===== src/hdl/stmc_consts.svh =====
// Register offsets, field positions, reset values and counts of the static memory controller
`ifndef STMC_CONSTS_SVH
`define STMC_CONSTS_SVH
`define STMC_OFF_CS0 8'h00
`define STMC_OFF_CS1 8'h04
`define STMC_OFF_CS2 8'h08
`define STMC_OFF_CS3 8'h0c
`define STMC_OFF_RSV0 8'h10
`define STMC_OFF_MC 8'h24
`define STMC_RST_CS0 32'h0000203d
`define STMC_RST_CS1 32'h10000000
`define STMC_RST_CS2 32'h20000000
`define STMC_RST_CS3 32'h30000000
`define STMC_RST_MC 32'h00000000
`define STMC_MASK_CS 32'hfff03fff
`define STMC_MASK_CS3 32'hfff13fff
`define STMC_MASK_MC 32'h00000010
`define STMC_DBW_LSB 0
`define STMC_NWS_LSB 2
`define STMC_WSE_BIT 5
`define STMC_MWS_BIT 6
`define STMC_REGION_SIZE_LSB 7
`define STMC_TDF_LSB 9
`define STMC_BAT_BIT 12
`define STMC_SELECT_LINE_ENABLE_BIT 13
`define STMC_LCD_BIT 16
`define STMC_BA_LSB 20
`define STMC_DRP_BIT 4
`define STMC_DBW_32 2'b10
`define STMC_PG_1M 2'b00
`define STMC_PG_4M 2'b01
`define STMC_PG_16M 2'b10
`define STMC_WS_MULT 7'd8
`define STMC_SETUP_CLKS 8'd2
`define STMC_HOLD_MAX 8'd8
`endif


===== src/hdl/stmc_pkg.sv =====
// Types shared by the static memory controller
package stmc_pkg;
    typedef enum logic [1:0] {STMC_SZ_BYTE, STMC_SZ_HALF, STMC_SZ_WORD} stmc_size_t;
    typedef enum logic [2:0] {ST_IDLE, ST_WAITF, ST_SETUP, ST_ACC, ST_WHOLD} stmc_state_t;
    typedef struct packed {
        logic [31:0] addr;
        logic [31:0] wdata;
        logic write;
        stmc_size_t size;
    } stmc_req_t;
    typedef struct packed {
        logic valid;
        logic [31:0] rdata;
    } stmc_resp_t;
    typedef struct packed {
        logic [3:0] chip_select_line_n;
        logic [3:0] byte_strobe_n;
        logic common_write_strobe_n;
        logic output_enable_strobe_n;
        logic data_oe_n;
        logic [21:0] addr;
        logic [31:0] dout;
    } stmc_pins_t;
endpackage


===== src/hdl/stmc_top.sv =====
// Static memory controller: configuration registers, decoder and strobe sequencer
// What this block does
// - Reset loads defaults, select 0 16-bit
// - Width code 01 16-bit, 10 32-bit
// - Wait count plus one, only when enabled
// - Multiply gives (count+1)*8+1 waits
// - Region size picks compared base bits
// - Float cycles 0..7 only after reads
// - Lane mode: byte write or select
// - Select line driven only when enabled
// - Display mode bit only in select 3
// - Read timing bit: standard or early
// - Byte strobes follow write or select timing
// - One wait: full cycle; zero: half
// - Select change: address early, strobes late
// - Early-read wait only for same memory
// - Standard read: enable falls mid-cycle
// - Hold address and data until strobe sensed
// - Byte strobes follow size and address
// - No float wait for same memory
// - Select change wait only without other wait
// - Early read: write then read adds wait
//
// The address-and-strobe port was chosen for this implementation.
`timescale 1ns/100ps
`include "stmc_consts.svh"

module stmc_top (
    // Clock and reset
    input wire logic clk_sys,
    input wire logic nrst,
    // Register port
    input wire logic [7:0] reg_addr,
    input wire logic [31:0] reg_wdata,
    input wire logic reg_wr,
    input wire logic reg_rd,
    output logic [31:0] reg_rdata,
    // Internal access port
    input wire stmc_pkg::stmc_req_t req,
    input wire logic req_valid,
    output logic req_ready,
    output stmc_pkg::stmc_resp_t resp,
    // External memory pins
    output stmc_pkg::stmc_pins_t pins,
    input wire logic [31:0] ext_data_in,
    input wire logic wr_strobe_sense_n
);
    import stmc_pkg::*;

    logic [31:0] csr_q [4];
    logic [31:0] mc_q;
    logic [31:0] reg_rdata_q;
    logic [31:0] cfg;
    logic [3:0] hit;
    logic [1:0] sel_cs;
    logic sel_hit;
    logic [6:0] ws;
    logic [3:0] be;
    logic take, same, early, last_h, hold_exit;
    logic cs_act, wlow, oelow;
    stmc_state_t st_q;
    logic [7:0] h_q, tgt_q, wend_q;
    logic [6:0] ws_q;
    logic [1:0] acc_cs_q;
    logic [3:0] acc_be_q;
    logic acc_wr_q, bat_q, lcd_q;
    logic [2:0] tdf_q;
    logic [3:0] float_q;
    logic [1:0] last_cs_q;
    logic last_valid_q, last_wr_q;
    logic sense_s1_q, sense_s2_q, seen_low_q;
    logic [31:0] din_s1v_q, din_s2_q;
    logic [2:0] cap_q;
    stmc_pins_t pins_q;
    stmc_resp_t resp_q;

    // Register writes; masks keep reserved bits at zero
    always_ff @(posedge clk_sys or negedge nrst) begin
        if (!nrst) begin
            csr_q[0] <= `STMC_RST_CS0;
            csr_q[1] <= `STMC_RST_CS1;
            csr_q[2] <= `STMC_RST_CS2;
            csr_q[3] <= `STMC_RST_CS3;
            mc_q <= `STMC_RST_MC;
        end else if (reg_wr) begin
            case (reg_addr)
                `STMC_OFF_CS0: csr_q[0] <= reg_wdata & `STMC_MASK_CS;
                `STMC_OFF_CS1: csr_q[1] <= reg_wdata & `STMC_MASK_CS;
                `STMC_OFF_CS2: csr_q[2] <= reg_wdata & `STMC_MASK_CS;
                `STMC_OFF_CS3: csr_q[3] <= reg_wdata & `STMC_MASK_CS3;
                `STMC_OFF_MC: mc_q <= reg_wdata & `STMC_MASK_MC;
                default: ;
            endcase
        end
    end

    // Read data, valid only in the cycle after the strobe
    always_ff @(posedge clk_sys or negedge nrst) begin
        if (!nrst) begin
            reg_rdata_q <= 32'h0;
        end else if (reg_rd) begin
            case (reg_addr)
                `STMC_OFF_CS0: reg_rdata_q <= csr_q[0];
                `STMC_OFF_CS1: reg_rdata_q <= csr_q[1];
                `STMC_OFF_CS2: reg_rdata_q <= csr_q[2];
                `STMC_OFF_CS3: reg_rdata_q <= csr_q[3];
                `STMC_OFF_MC: reg_rdata_q <= mc_q;
                default: reg_rdata_q <= 32'h0;
            endcase
        end else begin
            reg_rdata_q <= 32'h0;
        end
    end
    assign reg_rdata = reg_rdata_q;

    // Region decode; bits below the region size are ignored
    always_comb begin
        hit = 4'h0;
        for (int i = 0; i < 4; i++) begin
            case (csr_q[i][`STMC_REGION_SIZE_LSB +: 2])
                `STMC_PG_1M: hit[i] = req.addr[31:20] == csr_q[i][31:20];
                `STMC_PG_4M: hit[i] = req.addr[31:22] == csr_q[i][31:22];
                `STMC_PG_16M: hit[i] = req.addr[31:24] == csr_q[i][31:24];
                default: hit[i] = 1'b0;
            endcase
            hit[i] = hit[i] & csr_q[i][`STMC_SELECT_LINE_ENABLE_BIT];
        end
    end

    // Lowest select wins; overlap also arises where a larger region covers another base
    always_comb begin
        sel_hit = |hit;
        sel_cs = 2'd0;
        for (int i = 3; i >= 0; i--) begin
            if (hit[i]) begin
                sel_cs = 2'(i);
            end
        end
    end
    assign cfg = csr_q[sel_cs];

    // Standard wait states of the selected region
    always_comb begin
        if (!cfg[`STMC_WSE_BIT]) begin
            ws = 7'd0;
        end else if (cfg[`STMC_MWS_BIT]) begin
            ws = ({4'd0, cfg[`STMC_NWS_LSB +: 3]} + 7'd1) * `STMC_WS_MULT + 7'd1;
        end else begin
            ws = {4'd0, cfg[`STMC_NWS_LSB +: 3]} + 7'd1;
        end
    end

    // Byte lanes; a 16-bit bus folds upper lanes onto lanes 0 and 1
    always_comb begin
        case (req.size)
            STMC_SZ_WORD: be = 4'hf;
            STMC_SZ_HALF: be = req.addr[1] ? 4'hc : 4'h3;
            default: be = 4'b0001 << req.addr[1:0];
        endcase
        if (cfg[`STMC_DBW_LSB +: 2] != `STMC_DBW_32) begin
            be = {2'b00, be[3:2] | be[1:0]};
        end
    end

    assign req_ready = (st_q == ST_IDLE) && (cap_q == 3'b000);
    assign take = req_valid && req_ready;
    assign same = last_valid_q && (last_cs_q == sel_cs);
    assign early = mc_q[`STMC_DRP_BIT];
    assign last_h = h_q == tgt_q - 8'd1;
    assign hold_exit = (seen_low_q && sense_s2_q) || (h_q == `STMC_HOLD_MAX);

    // Access sequencer; one access clock pair forms one bus cycle
    always_ff @(posedge clk_sys or negedge nrst) begin
        if (!nrst) begin
            st_q <= ST_IDLE;
            h_q <= 8'd0;
            tgt_q <= 8'd2;
            wend_q <= 8'd1;
            ws_q <= 7'd0;
            acc_cs_q <= 2'd0;
            acc_be_q <= 4'h0;
            acc_wr_q <= 1'b0;
            bat_q <= 1'b0;
            lcd_q <= 1'b0;
            tdf_q <= 3'd0;
        end else begin
            case (st_q)
                ST_IDLE: begin
                    h_q <= 8'd0;
                    if (take && sel_hit) begin
                        ws_q <= ws;
                        tgt_q <= 8'd2 + {ws, 1'b0};
                        wend_q <= (ws == 7'd0) ? 8'd1 : {ws, 1'b0};
                        acc_cs_q <= sel_cs;
                        acc_be_q <= be;
                        acc_wr_q <= req.write;
                        bat_q <= cfg[`STMC_BAT_BIT];
                        lcd_q <= cfg[`STMC_LCD_BIT];
                        tdf_q <= cfg[`STMC_TDF_LSB +: 3];
                        if (last_valid_q && !same && float_q != 4'd0) begin
                            st_q <= ST_WAITF;
                        end else if (last_valid_q && !same) begin
                            st_q <= ST_SETUP;
                        end else if (early && last_wr_q && same && !req.write) begin
                            st_q <= ST_SETUP;
                        end else begin
                            st_q <= ST_ACC;
                        end
                    end
                end
                ST_WAITF: begin
                    // Float time already separates the accesses
                    if (float_q == 4'd0) begin
                        st_q <= ST_ACC;
                    end
                end
                ST_SETUP: begin
                    if (h_q == `STMC_SETUP_CLKS - 8'd1) begin
                        h_q <= 8'd0;
                        st_q <= ST_ACC;
                    end else begin
                        h_q <= h_q + 8'd1;
                    end
                end
                ST_ACC: begin
                    if (last_h) begin
                        h_q <= 8'd0;
                        st_q <= acc_wr_q ? ST_WHOLD : ST_IDLE;
                    end else begin
                        h_q <= h_q + 8'd1;
                    end
                end
                ST_WHOLD: begin
                    // Timeout keeps a dead sense pin from hanging the bus
                    if (hold_exit) begin
                        h_q <= 8'd0;
                        st_q <= ST_IDLE;
                    end else begin
                        h_q <= h_q + 8'd1;
                    end
                end
                default: st_q <= ST_IDLE;
            endcase
        end
    end

    // Address and write data go out when the request is taken
    always_ff @(posedge clk_sys or negedge nrst) begin
        if (!nrst) begin
            pins_q.addr <= 22'h0;
            pins_q.dout <= 32'h0;
        end else if (take && sel_hit) begin
            pins_q.addr <= req.addr[21:0];
            pins_q.dout <= req.wdata;
        end
    end

    // Float counter in clocks, running through internal idle time too
    always_ff @(posedge clk_sys or negedge nrst) begin
        if (!nrst) begin
            float_q <= 4'd0;
        end else if (st_q == ST_ACC && last_h && !acc_wr_q) begin
            float_q <= {tdf_q, 1'b0};
        end else if (float_q != 4'd0) begin
            float_q <= float_q - 4'd1;
        end
    end

    // Memory and direction of the previous external access
    always_ff @(posedge clk_sys or negedge nrst) begin
        if (!nrst) begin
            last_valid_q <= 1'b0;
            last_cs_q <= 2'd0;
            last_wr_q <= 1'b0;
        end else if (st_q == ST_ACC && last_h) begin
            last_valid_q <= 1'b1;
            last_cs_q <= acc_cs_q;
            last_wr_q <= acc_wr_q;
        end
    end

    // Strobe shapes within an access
    always_comb begin
        cs_act = (st_q == ST_ACC) && (!lcd_q || (h_q != 8'd0 && !last_h));
        wlow = (st_q == ST_ACC) && acc_wr_q && (h_q != 8'd0) && (h_q <= wend_q);
        oelow = (st_q == ST_ACC) && !acc_wr_q && (early || h_q != 8'd0);
    end

    // Pin strobes registered so the pins never glitch
    always_ff @(posedge clk_sys or negedge nrst) begin
        if (!nrst) begin
            pins_q.chip_select_line_n <= 4'hf;
            pins_q.byte_strobe_n <= 4'hf;
            pins_q.common_write_strobe_n <= 1'b1;
            pins_q.output_enable_strobe_n <= 1'b1;
            pins_q.data_oe_n <= 1'b1;
        end else begin
            pins_q.chip_select_line_n <= ~({4{cs_act}} & (4'b0001 << acc_cs_q));
            if (bat_q) begin
                pins_q.byte_strobe_n <= ~(acc_be_q & {4{cs_act}});
            end else begin
                pins_q.byte_strobe_n <= ~(acc_be_q & {4{wlow}});
            end
            pins_q.common_write_strobe_n <= ~wlow;
            pins_q.output_enable_strobe_n <= ~oelow;
            pins_q.data_oe_n <= ~((st_q == ST_ACC || st_q == ST_WHOLD) && acc_wr_q);
        end
    end
    assign pins = pins_q;

    // Pin synchronisers
    always_ff @(posedge clk_sys or negedge nrst) begin
        if (!nrst) begin
            din_s1v_q <= 32'h0;
            din_s2_q <= 32'h0;
            sense_s1_q <= 1'b1;
            sense_s2_q <= 1'b1;
        end else begin
            din_s1v_q <= ext_data_in;
            din_s2_q <= din_s1v_q;
            sense_s1_q <= wr_strobe_sense_n;
            sense_s2_q <= sense_s1_q;
        end
    end
    // Strobe must be seen low before its rise ends the hold
    always_ff @(posedge clk_sys or negedge nrst) begin
        if (!nrst) begin
            seen_low_q <= 1'b0;
        end else if (take) begin
            seen_low_q <= 1'b0;
        end else if ((st_q == ST_ACC || st_q == ST_WHOLD) && !sense_s2_q) begin
            seen_low_q <= 1'b1;
        end
    end

    // Read capture lags the synchroniser; responses one cycle long
    // Third stage: the pin sample must come from the clock with the enable pin low
    always_ff @(posedge clk_sys or negedge nrst) begin
        if (!nrst) begin
            cap_q <= 3'b000;
            resp_q <= '0;
        end else begin
            cap_q <= {cap_q[1:0], st_q == ST_ACC && last_h && !acc_wr_q};
            resp_q.valid <= cap_q[2] || (st_q == ST_WHOLD && hold_exit) || (take && !sel_hit);
            resp_q.rdata <= cap_q[2] ? din_s2_q : 32'h0;
        end
    end
    assign resp = resp_q;

    // Helper: length of the write strobe in clocks
    logic [7:0] wl_cnt_q;
    logic wlow_q;
    always_ff @(posedge clk_sys or negedge nrst) begin
        if (!nrst) begin
            wl_cnt_q <= 8'd0;
            wlow_q <= 1'b0;
        end else begin
            wlow_q <= wlow;
            wl_cnt_q <= wlow ? wl_cnt_q + 8'd1 : 8'd0;
        end
    end
endmodule


===== config.mk =====
export PLATFORM = sky130hd
export DESIGN_NAME = stmc_top
export DESIGN_NICKNAME = d
export VERILOG_FILES = /design/src/hdl/stmc_pkg.sv /design/src/hdl/stmc_top.sv
export VERILOG_INCLUDE_DIRS = /design/src /design/src/hdl
export SDC_FILE = /design/constraint.sdc
export NUM_CORES = 1
export LEC_CHECK = 0
export BUFFER_PORTS_ARGS = -buffer_cell sky130_fd_sc_hd__buf_2
export CAP_MARGIN = 30
export CORE_MARGIN = 4
export CORE_UTILIZATION = 56
export DETAILED_ROUTE_END_ITERATION = 7
export PLACE_DENSITY = 0.86
export SLEW_MARGIN = 20
export SYNTH_ARGS = -nofsm -noshare
export SYNTH_HDL_FRONTEND = slang
export SYNTH_SLANG_ARGS = --single-unit
export TNS_END_PERCENT = 50

===== constraint.sdc =====
create_clock -name clk_sys -period 4.52 [get_ports clk_sys]
set_input_delay 0 -clock clk_sys [delete_from_list [all_inputs] [get_ports clk_sys]]
set_output_delay 0 -clock clk_sys [all_outputs]
set_load 0.01 [all_outputs]

==> impl_metrics.env <==
export IMPL_gp_congestion=0.856
export IMPL_synth_edff_count=0
export IMPL_required_ns=4.96
export IMPL_routed_wl_mm=40.1
export IMPL_synth_xor_area_share_pct=3.72
export IMPL_reg2reg_from="csr_q[29]"
export IMPL_fin_util_pct=74.0
export IMPL_synthCells=1280
export IMPL_drc=0
export IMPL_vias_per_cell=5.60
export IMPL_power_leakage_nw=9.42
export IMPL_r2r_cells=13
export IMPL_die_area_mm2=0.0287
export IMPL_cts_resized=0
export IMPL_h_tree_depth=2
export IMPL_path_cells="xnor2_1 -> nand2_1 -> nor4_1 -> nand2_1 -> a211oi_4 -> buf_4 -> mux2_2 -> inv_1 -> ha_1 -> and3_1 -> ha_1 -> or4_4 -> o211ai_2"
export IMPL_cp_end_kind="register"
export IMPL_crit_type="register to register"
export IMPL_cts_sinks=347
export IMPL_area_delta_synth_final_pct=28.9
export IMPL_initial_utilization_pct=57.4
export IMPL_yosys_warnings=0
export IMPL_synth_area_mux_share_pct=12.1
export IMPL_outcome="finished clean"
export IMPL_place_hpwl_mm=24.2
export IMPL_yosysTopAreaCell="dfrtp_1"
export IMPL_slowest_stage="dfstp_2"
export IMPL_drt_pass1_iter_count=5
export IMPL_post_cts_buffers=0
export IMPL_synth_adder_area_share_pct=1.54
export IMPL_die_width_um=169
export IMPL_maxCapViolCount=0
export IMPL_wl_per_cell_um=19.8
export IMPL_num_nets_final=1830
export IMPL_avgSynthCellArea_um2=11.4
export IMPL_cts_buffers_inserted=36
export IMPL_drive_gt1_share_pct=29.6
export IMPL_syn_cell_area_mm2=0.0146
export IMPL_yosys_area_share_simple_pct=13.8
export IMPL_start_kind="register"
export IMPL_setup_violations_final=0
export IMPL_clock_latency_ns=0.53
export IMPL_power_density_mw_per_mm2=397
export IMPL_nFillCells=1521
export IMPL_tns_ns=0
export IMPL_fin_worst_skew_ns=0.0200
export IMPL_row_count=58
export IMPL_grt_max_degree=125
export IMPL_cpPeakStageDelay_ns=0.55
export IMPL_cp_arrival_ns=4.36
export IMPL_slew_viol_final=0
export IMPL_path_max_fanout=7
export IMPL_root_buffer="clkbuf_16"
export IMPL_hold_viol=0
export IMPL_synth_top_area_share_pct=55.2
export IMPL_overflow=0
export IMPL_critical_path_startpoint="csr_q[29]"
export IMPL_synth_ff_type="dfrtp_1"
export IMPL_synth_top_family_by_area="simple AND/OR/NAND/NOR gates"
export IMPL_finalCriticalPeriod_ns=3.92
export IMPL_ys_async_sr_fraction_pct=100
export IMPL_track_usage_pct=27.9
export IMPL_r2r_end="tgt_q[3]"
export IMPL_io_buffer_count=265
export IMPL_cts_tree="done"
export IMPL_antenna_found_initial=1
export IMPL_drtAntennaViolNets=0
export IMPL_path_clk_slew_ns=0.06
export IMPL_worst_slew_pin_slew_ns=0.991
export IMPL_first_global_vias=12043
export IMPL_slew_limit_headroom_pct=33.9
export IMPL_rsz0062_at_grt="false"
export IMPL_fin_crit_sh_pct=86.7
export IMPL_fmax_mhz=255
export IMPL_drtIter0Drc=901
export IMPL_vdd_drop_max_v=0.000330
export IMPL_die_h_um=169
export IMPL_power_mw=7.46
export IMPL_grt_pass1_wl_mm=64.0
export IMPL_yosysUniqueCellTypes=57
export IMPL_coreArea_mm2=0.0254
export IMPL_hp_class="input pin to register"
export IMPL_ys_ff_latch=347
export IMPL_synth_compound_gate_area_share_pct=6.55
export IMPL_synthTopCellsByArea="dfrtp_1 55%, mux2_2 9.1%, nand2_1 6.8%, dfstp_2 4.5%, xnor2_1 2.9%"
export IMPL_num_io_pins=276
export IMPL_vias=11349
export IMPL_ff2ff_setup_slack_ns=0.60
export IMPL_ys_seq_area_share_pct=59.7
export IMPL_cts_buffer_depth=3
export IMPL_cts_hold_buf=122
export IMPL_endpoint="tgt_q[3]"
## synth_stat cells (3+ instances only)
library cell / count
a21o_1: 5
a21oi_1: 27
a22oi_1: 25
a31oi_1: 4
and2_1: 36
and3_1: 6
buf_1: 7
buf_2: 3
buf_4: 5
clkbuf_1: 45
dfrtp_1: 322
dfstp_2: 25
ha_1: 18
inv_1: 29
mux2_2: 118
mux2i_1: 34
mux4_2: 4
nand2_1: 264
nand2b_1: 16
nand3_1: 25
nand4_1: 9
nor2_1: 52
nor2b_1: 8
nor3_1: 9
nor3b_1: 5
nor4_1: 5
o21a_1: 3
o21ai_0: 63
o21ai_1: 3
o22ai_1: 3
o31ai_1: 5
or3_1: 3
or4_1: 3
xnor2_1: 48
xor2_1: 14
## metal layers
| metal | up-vias | global-route usage [%] | part of all wire (%) |
|---|---|---|---|
| met4 | 0 | 11.3 | 4.2 |
| met3 | 127 | 5.85 | 7.3 |
| met1 | 5607 | 33.3 | 37 |
| li1 | 5086 | - | - |
| met5 | - | 0 | 0 |
| met2 | 529 | 49.6 | 51 |
## layout by cell type, fill, tap and decap left out, types with 4 or more instances in the layout
| cell type | synthesis | final |
|---|---|---|
| o21ai_0 | 63 | 62 |
| dlygate4sd3_1 | 0 | 122 |
| bufinv_16 | 0 | 5 |
| and2_1 | 36 | 35 |
| mux4_2 | 4 | 4 |
| mux2_2 | 118 | 118 |
| a31oi_1 | 4 | 4 |
| mux2i_1 | 34 | 34 |
| buf_2 | 3 | 264 |
| nor3b_1 | 5 | 5 |
| inv_1 | 29 | 29 |
| nand4_1 | 9 | 9 |
| dfstp_2 | 25 | 25 |
| a21o_1 | 5 | 5 |
| dfrtp_1 | 322 | 322 |
| conb_1 | 1 | 5 |
| xnor2_1 | 48 | 48 |
| and3_1 | 6 | 6 |
| nor2_1 | 52 | 52 |
| clkinv_2 | 0 | 5 |
| ha_1 | 18 | 18 |
| nor2b_1 | 8 | 7 |
| nand3_1 | 25 | 25 |
| a21oi_1 | 27 | 27 |
| xor2_1 | 14 | 14 |
| nor3_1 | 9 | 8 |
| a22oi_1 | 25 | 25 |
| buf_4 | 5 | 12 |
| nand2b_1 | 16 | 16 |
| clkbuf_1 | 45 | 8 |
| nand2_1 | 264 | 264 |
| clkbuf_8 | 0 | 6 |
| nor4_1 | 5 | 5 |
| clkbuf_16 | 0 | 36 |
| o31ai_1 | 5 | 5 |
## critical path, delay by kind of cell (launching register included)
family | cells | cell delay [ns]
AOI/OAI and AO/OA | 2 | 0.42
xor gates and xnor gates | 1 | 0.14
adders and majority gates | 2 | 0.45
buffers and inverters | 2 | 0.36
DFF | 1 | 0.55
muxes | 1 | 0.42
and+or+nand+nor | 5 | 1.51
## layout make-up
class | instances | area (um2) | share of cell area (%)
Antenna cell | 1 | 2.50 | 0.0133
Clock buffer | 50 | 1010 | 5.39
Clock inverter | 16 | 249 | 1.32
Inverter | 31 | 116 | 0.619
Multi-Input combinational cell | 846 | 5540 | 29.5
Sequential cell | 347 | 8710 | 46.3
Tap cell | 330 | 413 | 2.20
Timing Repair Buffer | 405 | 2750 | 14.6
## state kept, by name, indices dropped and copies added, names as in the netlist, 2 cells and up
register	count
acc_cs_q	2
wend_q	8
tdf_q	3
din_s2_q	32
cap_q	3
csr_q	105
tgt_q	7
pins	65
reg_rdata	27
acc_be_q	4
din_s1v_q	32
float_q	4
h_q	8
resp	33
last_cs_q	2
st_q	3
## through the flow
stage	hold WS (ns)	area [um2]	cells	setup slack (ns)
after CTS	0.0575	18800	2023	0.669
after floorplan	-0.296	14600	1284	0.959
final	0.0760	18800	2026	0.600
after global routing	0.0666	18800	2026	0.358
after detailed placement	0.109	16300	1835	0.707
after global placement	0.108	16300	1834	0.780
## power by group
part	internal, mW	switching, mW	total [mW]
Combinational	0.431	0.494	0.926
Clock	1.88	1.24	3.11
Sequential	3.29	0.137	3.43
Total	5.60	1.87	7.46
## worst min path at each step
stage | start | end | slack (ns) | cells after the start
floorplan | nrst | acc_be_q[0] | -0.30 | 0
global placement | ext_data_in[25] | din_s1v_q[25] | 0.11 | 1
detailed placement | ext_data_in[17] | din_s1v_q[17] | 0.11 | 1
CTS | req_valid | seen_low_q | 0.06 | 3
global route | req_valid | seen_low_q | 0.07 | 3
finish | req_valid | seen_low_q | 0.08 | 3
## kinds of logic (layout without fill, tap and decap cells)
group | after synthesis | count (layout)
mux | 156 | 156
flops | 347 | 347
buf+inv | 91 | 502
other cells | 1 | 6
compound gates | 154 | 154
simple gates | 451 | 451
fa+ha+maj | 18 | 18
xor+xnor | 62 | 62
(Power assumes the default switching activity.)
